--- src/include/pcrs_consts.svh ---
/*
  Timing, encoding and reset constants for the primary clock return switch.
  Assumes a 100 MHz mclk and the primary configuration encoding given below.
*/
`ifndef PCRS_CONSTS_SVH
`define PCRS_CONSTS_SVH

// -------------------------------------------------------------------
// clock and timing
// -------------------------------------------------------------------
`define PCRS_MCLK_NS       10
`define PCRS_OST_CYCLES    11'h400
`define PCRS_SYNC_EDGES    4'h8
`define PCRS_CPU_DLY_NS    5000
`define PCRS_CPU_CYCLES    ((`PCRS_CPU_DLY_NS + `PCRS_MCLK_NS - 1) / `PCRS_MCLK_NS)
`define PCRS_INTERNAL_FREQ_STABLE_FLAG_MS       4
`define PCRS_INTERNAL_FREQ_STABLE_FLAG_CYCLES   ((`PCRS_INTERNAL_FREQ_STABLE_FLAG_MS * 1000000) / `PCRS_MCLK_NS)

// -------------------------------------------------------------------
// clock select encodings and reset values
// -------------------------------------------------------------------
`define PCRS_SEL_PRIMARY   2'h0
`define PCRS_SEL_TIMER     2'h1
`define PCRS_SEL_RESET     2'h0
`define PCRS_IFS_SLOWEST   3'h0

// -------------------------------------------------------------------
// primary oscillator configuration codes
// -------------------------------------------------------------------
`define PCRS_PCFG_LP       3'h0
`define PCRS_PCFG_XT       3'h1
`define PCRS_PCFG_HS       3'h2
`define PCRS_PCFG_EXT      3'h3
`define PCRS_PCFG_RC       3'h4
`define PCRS_PCFG_RC_IO    3'h5
`define PCRS_PCFG_INT      3'h6
`define PCRS_PCFG_INT_IO   3'h7

`endif

--- src/include/pcrs_pkg.sv ---
/*
  Types for the primary clock return switch.
  Assumes pcrs_consts.svh is available on the include path.
*/
package pcrs_pkg;

  // system clock source currently steering the core
  typedef enum logic [1:0] {
    SRC_PRIMARY,
    SRC_SLOW_INT,
    SRC_TIMER_XTAL
  } pcrs_src_t;

endpackage : pcrs_pkg

--- src/hdl/pcrs_switch.sv ---
/*
  Primary clock return switch: selects the system clock source, runs the
  crystal start-up timer, the eight-edge sync hold and the status flags.
  Assumes oscillator outputs arrive as asynchronous levels, software bits are
  plain ports, and the core honours core_hold by staying in its first phase.
*/
`include "pcrs_consts.svh"

module pcrs_switch #(
  parameter int unsigned INTERNAL_FREQ_STABLE_FLAG_WAIT = `PCRS_INTERNAL_FREQ_STABLE_FLAG_CYCLES
) (
  input  wire logic              mclk,
  input  wire logic              reset,
  input  wire logic              primary_osc_clk,
  input  wire logic              slow_internal_osc_clk,
  input  wire logic              timer_crystal_osc_clk,
  input  wire logic [1:0]        clock_select_bits_in,
  input  wire logic              timer_osc_enable,
  input  wire logic [2:0]        primary_osc_config,
  input  wire logic [2:0]        internal_freq_select,
  input  wire logic              dual_speed_enable,
  input  wire logic              woke_from_sleep,
  input  wire logic              watchdog_uses_slow,
  input  wire logic              monitor_uses_slow,
  output logic [1:0]             clock_select_bits,
  output pcrs_pkg::pcrs_src_t    sys_clk_src,
  output logic                   core_hold,
  output logic                   primary_stable_flag,
  output logic                   secondary_clock_active_flag,
  output logic                   internal_freq_stable_flag,
  output logic                   primary_osc_run,
  output logic                   slow_internal_osc_run,
  output logic                   timer_crystal_osc_run
);
  import pcrs_pkg::*;

  typedef enum logic [2:0] {
    ST_BOOT,
    ST_EXTRA,
    ST_RUN,
    ST_OST,
    ST_SYNC
  } pcrs_state_t;

  localparam int unsigned SY_W = 5;

  logic [SY_W-1:0] raw_in;
  logic [SY_W-1:0] sy1_ff;
  logic [SY_W-1:0] sy2_ff;
  logic [SY_W-1:0] sy3_ff;
  logic [SY_W-1:0] filt_ff;
  logic [SY_W-1:0] nxt_filt;
  logic [2:0]      fall;
  pcrs_state_t     state_ff;
  pcrs_src_t       cur_src_ff;
  pcrs_src_t       tgt_src_ff;
  pcrs_src_t       want_src;
  logic [1:0]      sel_ff;
  logic [10:0]     ost_cnt_ff;
  logic [9:0]      cpu_cnt_ff;
  logic [3:0]      edge_cnt_ff;
  logic [18:0]     internal_freq_stable_flag_cnt_ff;
  logic [2:0]      ifs_seen_ff;
  logic            asleep_ff;
  logic            ps_ff;
  logic            sa_ff;
  logic            internal_freq_stable_flag_ff;
  logic            xtal;
  logic            ten_s;
  logic            ten_fall;
  logic            ost_done;
  logic            cpu_done;
  logic            sync_done;
  logic            switch_done;
  logic            ten_prev_ff;

  // -------------------------------------------------------------------
  // input synchronisers
  // -------------------------------------------------------------------
  assign raw_in = {timer_osc_enable, clock_select_bits_in[1], timer_crystal_osc_clk,
                   slow_internal_osc_clk, primary_osc_clk};

  genvar gi;
  generate
    for (gi = 0; gi < SY_W; gi++) begin : g_sync
      // a level counts only once the second and third stages agree
      assign nxt_filt[gi] = (sy2_ff[gi] == sy3_ff[gi]) ? sy3_ff[gi] : filt_ff[gi];
      always_ff @(posedge mclk) begin
        if (reset) begin
          sy1_ff[gi]  <= 1'b0;
          sy2_ff[gi]  <= 1'b0;
          sy3_ff[gi]  <= 1'b0;
          filt_ff[gi] <= 1'b0;
        end else begin
          sy1_ff[gi]  <= raw_in[gi];
          sy2_ff[gi]  <= sy1_ff[gi];
          sy3_ff[gi]  <= sy2_ff[gi];
          filt_ff[gi] <= nxt_filt[gi];
        end
      end
      if (gi < 3) begin : g_fall
        assign fall[gi] = filt_ff[gi] & ~nxt_filt[gi];
      end
    end
  endgenerate

  // bit 0 of the select pair rides a separate synchroniser pass
  logic sel0_s1_ff, sel0_s2_ff, sel0_s3_ff, sel0_filt_ff;
  always_ff @(posedge mclk) begin
    if (reset) begin
      sel0_s1_ff   <= 1'b0;
      sel0_s2_ff   <= 1'b0;
      sel0_s3_ff   <= 1'b0;
      sel0_filt_ff <= 1'b0;
    end else begin
      sel0_s1_ff <= clock_select_bits_in[0];
      sel0_s2_ff <= sel0_s1_ff;
      sel0_s3_ff <= sel0_s2_ff;
      if (sel0_s2_ff == sel0_s3_ff) sel0_filt_ff <= sel0_s3_ff;
    end
  end

  assign ten_s    = filt_ff[4];
  assign ten_fall = ten_prev_ff & ~ten_s;
  assign xtal     = (primary_osc_config == `PCRS_PCFG_LP) ||
                    (primary_osc_config == `PCRS_PCFG_XT) ||
                    (primary_osc_config == `PCRS_PCFG_HS);

  // -------------------------------------------------------------------
  // clock select bits
  // -------------------------------------------------------------------
  // enable drop clears bit 0
  always_ff @(posedge mclk) begin
    if (reset) begin
      sel_ff      <= `PCRS_SEL_RESET;
      ten_prev_ff <= 1'b0;
    end else begin
      ten_prev_ff <= ten_s;
      // software cannot keep bit 0 set while the timer oscillator is off
      sel_ff <= {filt_ff[3], sel0_filt_ff & ten_s};
      if (ten_fall && cur_src_ff == SRC_TIMER_XTAL) sel_ff[0] <= 1'b0;
    end
  end

  always_comb begin
    want_src = SRC_SLOW_INT;
    if (sel_ff == `PCRS_SEL_PRIMARY) want_src = SRC_PRIMARY;
    else if (sel_ff == `PCRS_SEL_TIMER) want_src = SRC_TIMER_XTAL;
    else if (primary_osc_config == `PCRS_PCFG_INT ||
             primary_osc_config == `PCRS_PCFG_INT_IO) want_src = SRC_PRIMARY;
  end

  // -------------------------------------------------------------------
  // sequencer
  // -------------------------------------------------------------------
  // cpu timer only after sleep, always for non-crystal
  assign cpu_done = (xtal && !asleep_ff) || (cpu_cnt_ff == 10'(`PCRS_CPU_CYCLES));
  assign ost_done    = !xtal || (ost_cnt_ff == `PCRS_OST_CYCLES);
  assign sync_done   = (state_ff == ST_SYNC) && (edge_cnt_ff == `PCRS_SYNC_EDGES);
  assign switch_done = sync_done || (state_ff == ST_EXTRA && cur_src_ff == SRC_PRIMARY);

  // sleep status is caught by a clocked sample during reset
  always_ff @(posedge mclk) begin
    if (reset) asleep_ff <= woke_from_sleep;
  end

  // one sequence for every reset source
  always_ff @(posedge mclk) begin
    if (reset) begin
      state_ff   <= ST_BOOT;
      // dual-speed start on the slow oscillator
      cur_src_ff <= (dual_speed_enable && xtal) ? SRC_SLOW_INT : SRC_PRIMARY;
      tgt_src_ff <= SRC_PRIMARY;
    end else begin
      case (state_ff)
        ST_BOOT: if (cpu_done && ost_done) state_ff <= ST_EXTRA;
        ST_EXTRA: state_ff <= (cur_src_ff == SRC_PRIMARY) ? ST_RUN : ST_SYNC;
        ST_RUN: if (want_src != cur_src_ff) begin
          tgt_src_ff <= want_src;
          state_ff   <= (want_src == SRC_PRIMARY && xtal) ? ST_OST : ST_SYNC;
        end
        ST_OST: if (ost_cnt_ff == `PCRS_OST_CYCLES) state_ff <= ST_SYNC;
        ST_SYNC: if (sync_done) begin
          cur_src_ff <= tgt_src_ff;
          state_ff   <= ST_RUN;
        end
        default: state_ff <= ST_BOOT;
      endcase
    end
  end

  // -------------------------------------------------------------------
  // counters
  // -------------------------------------------------------------------
  // crystal start-up counted on primary edges
  always_ff @(posedge mclk) begin
    if (reset || !(state_ff == ST_BOOT || state_ff == ST_OST)) ost_cnt_ff <= 11'h000;
    else if (fall[0] && ost_cnt_ff != `PCRS_OST_CYCLES) ost_cnt_ff <= ost_cnt_ff + 11'h001;
  end

  always_ff @(posedge mclk) begin
    if (reset) cpu_cnt_ff <= 10'h000;
    else if (state_ff == ST_BOOT && !cpu_done) cpu_cnt_ff <= cpu_cnt_ff + 10'h001;
  end

  // eight falling edges of the new source
  always_ff @(posedge mclk) begin
    if (reset || state_ff != ST_SYNC) edge_cnt_ff <= 4'h0;
    else if (fall[tgt_src_ff] && !sync_done) edge_cnt_ff <= edge_cnt_ff + 4'h1;
  end

  // -------------------------------------------------------------------
  // status flags
  // -------------------------------------------------------------------
  // flags set on the completed switch; stable flag drops in the start-up wait or a sync off primary
  always_ff @(posedge mclk) begin
    if (reset) begin
      ps_ff <= 1'b0;
      sa_ff <= 1'b0;
    end else if (switch_done) begin
      // stable only on primary, flag values
      ps_ff <= (state_ff == ST_SYNC) ? (tgt_src_ff == SRC_PRIMARY) : 1'b1;
      sa_ff <= (state_ff == ST_SYNC) && (tgt_src_ff == SRC_TIMER_XTAL);
    end else if (state_ff == ST_OST || (state_ff == ST_SYNC && tgt_src_ff != SRC_PRIMARY)) begin
      ps_ff <= 1'b0;
    end
  end

  // internal frequency settles after a long wait
  always_ff @(posedge mclk) begin
    if (reset || switch_done || internal_freq_select != ifs_seen_ff ||
        cur_src_ff != SRC_SLOW_INT || internal_freq_select == `PCRS_IFS_SLOWEST) begin
      internal_freq_stable_flag_cnt_ff <= 19'h00000;
      internal_freq_stable_flag_ff     <= 1'b0;
    end else if (internal_freq_stable_flag_cnt_ff == 19'(INTERNAL_FREQ_STABLE_FLAG_WAIT)) begin
      internal_freq_stable_flag_ff <= 1'b1;
    end else begin
      internal_freq_stable_flag_cnt_ff <= internal_freq_stable_flag_cnt_ff + 19'h00001;
    end
  end

  always_ff @(posedge mclk) begin
    if (reset) ifs_seen_ff <= `PCRS_IFS_SLOWEST;
    else ifs_seen_ff <= internal_freq_select;
  end

  // -------------------------------------------------------------------
  // outputs
  // -------------------------------------------------------------------
  assign clock_select_bits           = sel_ff;
  assign sys_clk_src                 = cur_src_ff;
  assign primary_stable_flag         = ps_ff;
  assign secondary_clock_active_flag = sa_ff;
  assign internal_freq_stable_flag   = internal_freq_stable_flag_ff;

  // core hold only while sync, the extra cycle, or boot started on the primary source
  assign core_hold = (state_ff == ST_SYNC) || (state_ff == ST_EXTRA) ||
                     (state_ff == ST_BOOT && cur_src_ff == SRC_PRIMARY);

  assign primary_osc_run = (cur_src_ff == SRC_PRIMARY) || state_ff == ST_BOOT ||
                           state_ff == ST_OST || (state_ff == ST_SYNC && tgt_src_ff == SRC_PRIMARY);
  // slow oscillator stops unless still needed
  assign slow_internal_osc_run = (cur_src_ff == SRC_SLOW_INT) || watchdog_uses_slow ||
                                 monitor_uses_slow || (primary_osc_config >= `PCRS_PCFG_INT) ||
                                 (state_ff == ST_SYNC && tgt_src_ff == SRC_SLOW_INT);
  // timer oscillator kept while enabled or in use
  assign timer_crystal_osc_run = ten_s || (cur_src_ff == SRC_TIMER_XTAL) ||
                                 (state_ff == ST_SYNC && tgt_src_ff == SRC_TIMER_XTAL);
endmodule : pcrs_switch

--- config.mk ---
export PLATFORM = sky130hd
export DESIGN_NAME = pcrs_switch
export DESIGN_NICKNAME = d
export VERILOG_FILES = /design/src/include/pcrs_pkg.sv /design/src/hdl/pcrs_switch.sv
export VERILOG_INCLUDE_DIRS = /design/src /design/src/include
export SDC_FILE = /design/constraint.sdc
export NUM_CORES = 1
export LEC_CHECK = 0
export BUFFER_PORTS_ARGS = -buffer_cell sky130_fd_sc_hd__buf_4
export CORE_MARGIN = 2
export CORE_UTILIZATION = 40
export DETAILED_ROUTE_END_ITERATION = 8
export PLACE_DENSITY_LB_ADDON = 0.25
export REMOVE_ABC_BUFFERS = 1
export SYNTH_ARGS = -nofsm -noshare
export SYNTH_HDL_FRONTEND = slang
export SYNTH_SLANG_ARGS = --single-unit
--- constraint.sdc ---
create_clock -name mclk -period 3.4 [get_ports mclk]
set_input_delay 0.51 -clock mclk [delete_from_list [all_inputs] [get_ports mclk]]
set_output_delay 0.51 -clock mclk [all_outputs]
set_load 0.05 [all_outputs]
# Word level (Yosys, flattened, before mapping)
# Cells that the tools add are included.
# op_classes
addsub	4
multipliers	0
div	0
order_cmp	2
n_eq_ne	32
n_shift	0
muxes	22
n_bitwise	9
n_reduce_logical	60
# ops
op	count
1-bit logical OR	25
19-bit by 1-bit adder with 19-bit output (second input constant)	1
19-bit equality test (second input constant)	1
3-bit two-way mux	6
1-bit logical AND	15
3-bit case mux with 5 select lines	1
11-bit by 1-bit adder with 11-bit output (second input constant)	1
11-bit equality test (second input constant)	1
11-bit inequality test (second input constant)	1
10-bit by 1-bit adder with 10-bit output (second input constant)	1
10-bit by 9-bit equality test with 1-bit output (second input constant)	1
2-bit two-way mux	5
3-bit by 2-bit equality test with 1-bit output (second input constant)	3
3-bit equality test (second input constant)	3
3-bit logical NOT	3
1-bit two-way mux	9
2-bit logical NOT	4
2-bit inequality test (second input constant)	4
2-bit nonzero test	4
1-bit equality test	6
2-bit by 1-bit equality test with 1-bit output (second input constant)	3
3-bit by 1-bit equality test with 1-bit output (second input constant)	2
1-bit bitwise AND	5
1-bit logical NOT	5
14 further kinds	19
# word_totals
regBits	85
latchBits	0
mem_bits_rw	0
rom_bits	0
in_bits	18
output_inout_bits	11
word_cells	168
n_memories	0

# Depth between registers and ports, before layout
# logic_depth
word_depth	10
depth_mapped	8
mapped_depth_nobuf	7

# Least setup slack after synthesis
# Ideal clock, no wire load.
# synth_timing
path_type	flip-flop to output port
start	register state_ff[1]
end	output port slow_internal_osc_run
t_arrival_ps	2556
required_ps	2890
slack_ps	334
stages_incl_launch_ff	4
path_buffers	0
path_cell_list	dfxtp_1 nor2_1 nand2_2 o311ai_0
# synth_via
elab_chain_len	3
# synth_lines
item	line_no	text
start, declared	pcrs_switch.sv:54	pcrs_state_t state_ff;
start signal, assigned	pcrs_switch.sv:177	ST_EXTRA: state_ff <= (cur_src_ff == SRC_PRIMARY) ? ST_RUN : ST_SYNC;
start signal, assigned	pcrs_switch.sv:180	state_ff <= (want_src == SRC_PRIMARY && xtal) ? ST_OST : ST_SYNC;
3-bit equality test	pcrs_switch.sv:265	(state_ff == ST_SYNC && tgt_src_ff == SRC_SLOW_INT);
1-bit logical AND	pcrs_switch.sv:265	
1-bit logical OR	pcrs_switch.sv:263	assign slow_internal_osc_run = (cur_src_ff == SRC_SLOW_INT) || watchdog_uses_slow ||
end, declared	pcrs_switch.sv:32	output logic slow_internal_osc_run,
# Every way passes these cells.

# Final worst setup path
# layout_timing
start	register state_ff[0]
end	output port slow_internal_osc_run
# Same word-level chain as after synthesis.

==> summary by stage <==
Yosys
The most used flip-flop cell after synthesis is dfxtp_1. For this run, the number of Yosys warnings is 0. The average cell area after synthesis is ~9 um2.

The synthesized area is 0.003712 mm2. The proportion of synthesized flip-flops having asynchronous set or reset is 0. After synthesis the netlist holds a flip-flop and latch count of 84. The number of enable flip-flop cells after synthesis is 3.

After synthesis, the netlist uses 61 different library cells. After technology mapping, the gate count stands at between 400 and 500. The share of the Yosys chip area taken by registers is 0.4611.

Detailed routing
The mean number of vias per cell is 5.096. The post-route antenna net violation count is 0. For this run, the detailed router's first-pass iteration total came to 4. The residual DRC count is 0. After the first detailed-routing iteration, the DRC count stood at 92. The mean routed wirelength per cell is between 10 and 15 um. The number of vias in the routed layout is around 2800.

Wires add up to 7152 um.

Status
The flow ran to the end, and the final reports show no timing, DRC or antenna violations.

Die
The die boundary height is 100.3 um. After floorplanning, the core was divided into 35 placement rows. The I/O pin count is 29. The initial core utilization is 0.4076. The die is 100.3 um wide. The floorplan step defined a die boundary enclosing 0.01007 mm2. The floorplan step defined a core boundary enclosing around 0.0091 mm2.

STA
The fmax is 413.5 MHz. The final-report hold violation count is 0. The final-report max-slew violation count is 0. The post-route worst setup slack is 0.9814 ns. The remaining max-slew budget at the tightest pin is 0.6486. The pin slew with the least headroom to its limit is 0.5271 ns. Across the routed clock network, the largest skew measured is 0.01332 ns.

For the final routed database, the setup TNS stands at 0 ns. The count of final setup violators is 0. The clock period could shrink to 2.419 ns. Setup repair after global routing left no endpoint under its margin. The worst hold-check slack is 0.3326 ns.

Dividing the final minimum period by the clock period gives 0.7114.

Cells and area
The fraction of final layout cells sized beyond drive strength 1 is 0.1455. The filler cells instantiated in the layout total 890. The final cell count without fillers is ~550. The most common cell after layout, fill and taps aside is dfxtp_1. After the last flow step, the layout net total stands at 461. The antenna diode count is 0. The final non-filler cell area is roughly 0.0042 mm2.

The post-synthesis to final-layout area growth is 13.28%. Leaving out fill and tap cells, the most frequent cells in the layout are dfxtp_1 (81), nor2_1 (55), buf_4 (30).

Placed design
The instance count after placement with tap cells included is between 500 and 600. The quantity of I/O buffers inserted on ports is 28. The cell area reported after detailed placement is 0.004010 mm2. The placement-stage worst setup slack is 1.371 ns. The placer congestion estimate is ~0.76.

The final HPWL from detailed placement is 5030 um.

Critical path
The signal arrival time at the worst endpoint is 1.91 ns. At the worst endpoint, the required time is 2.89 ns. The critical path in this run is classified as reg2out. The endpoint type of the worst setup path is an output port. The worst setup path is launched from a flop. In this run the worst path has a maximum fanout of 11.

Power and ir drop
The worst IR drop on VDD is approximately 0.20 mV. The power density of the placed cells is around 500 mW/mm2. The leakage dissipation is ~1.5 nW.

CTS
The clock net sink count is 84. The clock latency at the later pin of the worst-skew pair is 0.35 ns. The tree is rooted in a clkbuf_8. The largest buffer count on any clock path is 2. In this run the post-CTS setup repair buffer count came out at 0.

TritonCTS built the clock tree. The post-cts resize count is 0. CTS built an H-tree with a depth of 3.

Counting the buffers created by CTS gives 9. The total of hold buffers inserted after clock tree synthesis is 0. After clock tree synthesis, the clock-pin slew on the worst setup and hold paths is 0.09 ns.

Global routing
The number of antenna violations at the first check in global routing is 0. The number of global-route vias before repair is 2738. Entering global routing, the biggest net connects 55 pins. The overall track demand over capacity in global routing is 0.1521. The total overflow reported by the global router is 0. The first-pass GRT wire length is 12340 um.

Flow run
The number of max-cap violations is 0.

Worst hold path
The min-delay analysis places its worst path in the category in2reg.
-- stage by stage --
stage / power, mW / util
4_1_cts: 2.125 / 0.4617
2_1_floorplan: 1.325 / -
5_1_grt: 2.207 / 0.4617
6_report: 2.094 / 0.4617
3_5_place_dp: 1.433 / 0.4402
3_3_place_gp: 1.427 / 0.4402
-- where the power goes --
group          switching (mW)  total [mW]  leakage [nW]  internal (mW)
logic                   0.200       0.337         0.716          0.137
clock network           0.368       0.686        0.0957          0.318
registers              0.0446        1.07         0.688           1.03
-- synthesized netlist by cell type (2+ instances only) --
| cell type | number | area, um2 |
|---|---|---|
| a211oi_1 | 6 | 45.04 |
| a21oi_1 | 20 | 100.1 |
| and2_1 | 2 | 12.51 |
| and3_1 | 6 | 37.54 |
| and4_1 | 3 | 26.28 |
| buf_2 | 3 | 15.01 |
| clkbuf_1 | 5 | 18.77 |
| dfxtp_1 | 81 | 1622 |
| edfxtp_1 | 3 | 90.09 |
| ha_1 | 8 | 100.1 |
| inv_1 | 14 | 52.55 |
| mux2i_1 | 9 | 90.09 |
| nand2_1 | 24 | 90.09 |
| nand2_2 | 2 | 12.51 |
| nand2b_1 | 3 | 18.77 |
| nand3_1 | 12 | 60.06 |
| nand3b_1 | 3 | 22.52 |
| nand4_1 | 8 | 50.05 |
| nor2_1 | 55 | 206.5 |
| nor2b_1 | 25 | 156.4 |
| nor3_1 | 8 | 40.04 |
| nor3_2 | 3 | 30.03 |
| nor4_1 | 4 | 25.02 |
| nor4_2 | 3 | 37.54 |
| nor4bb_1 | 4 | 40.04 |
| o21ai_0 | 15 | 75.07 |
| o21ai_1 | 3 | 15.01 |
| or3_1 | 8 | 50.05 |
| xnor2_1 | 12 | 105.1 |
| xor2_1 | 22 | 192.7 |
-- layout make-up --
class | count | area, um2 | share of cell area
timing repair buffer | 30 | 225.2 | 0.05356
inverter | 14 | 52.55 | 0.01250
multi-input combinational | 296 | 1882 | 0.4475
clock buffer | 11 | 152.6 | 0.03630
clock inverter | 5 | 42.54 | 0.01012
sequential | 84 | 1712 | 0.4070
tap | 111 | 138.9 | 0.03303
-- critical path, cell delays in order (launching register included) --
cell and delay [ns]:
dfxtp_1 0.41, nor2_1 0.36, nand2_2 0.16, o311ai_0 0.35, buf_4 0.27
-- logic make-up (layout without fill, tap and decap cells) --
logic type,count (synthesis),after routing,share of synthesized area
fa+ha+maj,8,8,0.02696
compound gates,56,56,0.09168
buf+inv,25,60,0.03202
mux,9,9,0.02427
xor+xnor,34,34,0.08021
flops,84,84,0.4611
simple gates,189,189,0.2838
-- worst paths after layout --
| path | start | end | slack (ns) | cells past startpoint |
|---|---|---|---|---|
| max | state_ff[0] | slow_internal_osc_run | 0.98 | 4 |
| min reg2reg | sy1_ff[2] | sy2_ff[2] | 0.44 | 1 |
| min | woke_from_sleep | asleep_ff | 0.33 | 1 |
| max reg2reg | edge_cnt_ff[0] | internal_freq_stable_flag_cnt_ff[16] | 1.46 | 8 |
-- flip-flops by register name, indices dropped and copies added, names as in the netlist, 3 cells and up --
name	flops
ifs_seen_ff	3
internal_freq_stable_flag_cnt_ff	19
state_ff	3
sy2_ff	5
sy3_ff	5
ost_cnt_ff	11
filt_ff	4
edge_cnt_ff	4
cpu_cnt_ff	10
sy1_ff	5
-- metal layers --
metal / global-route usage / part of all wire
met5: 0 / 0
met4: 0.04215 / 0.0095
met3: 0.04318 / 0.028
met2: 0.2509 / 0.47
met1: 0.1950 / 0.50
Note: power is estimated with default switching activity, not from simulation.
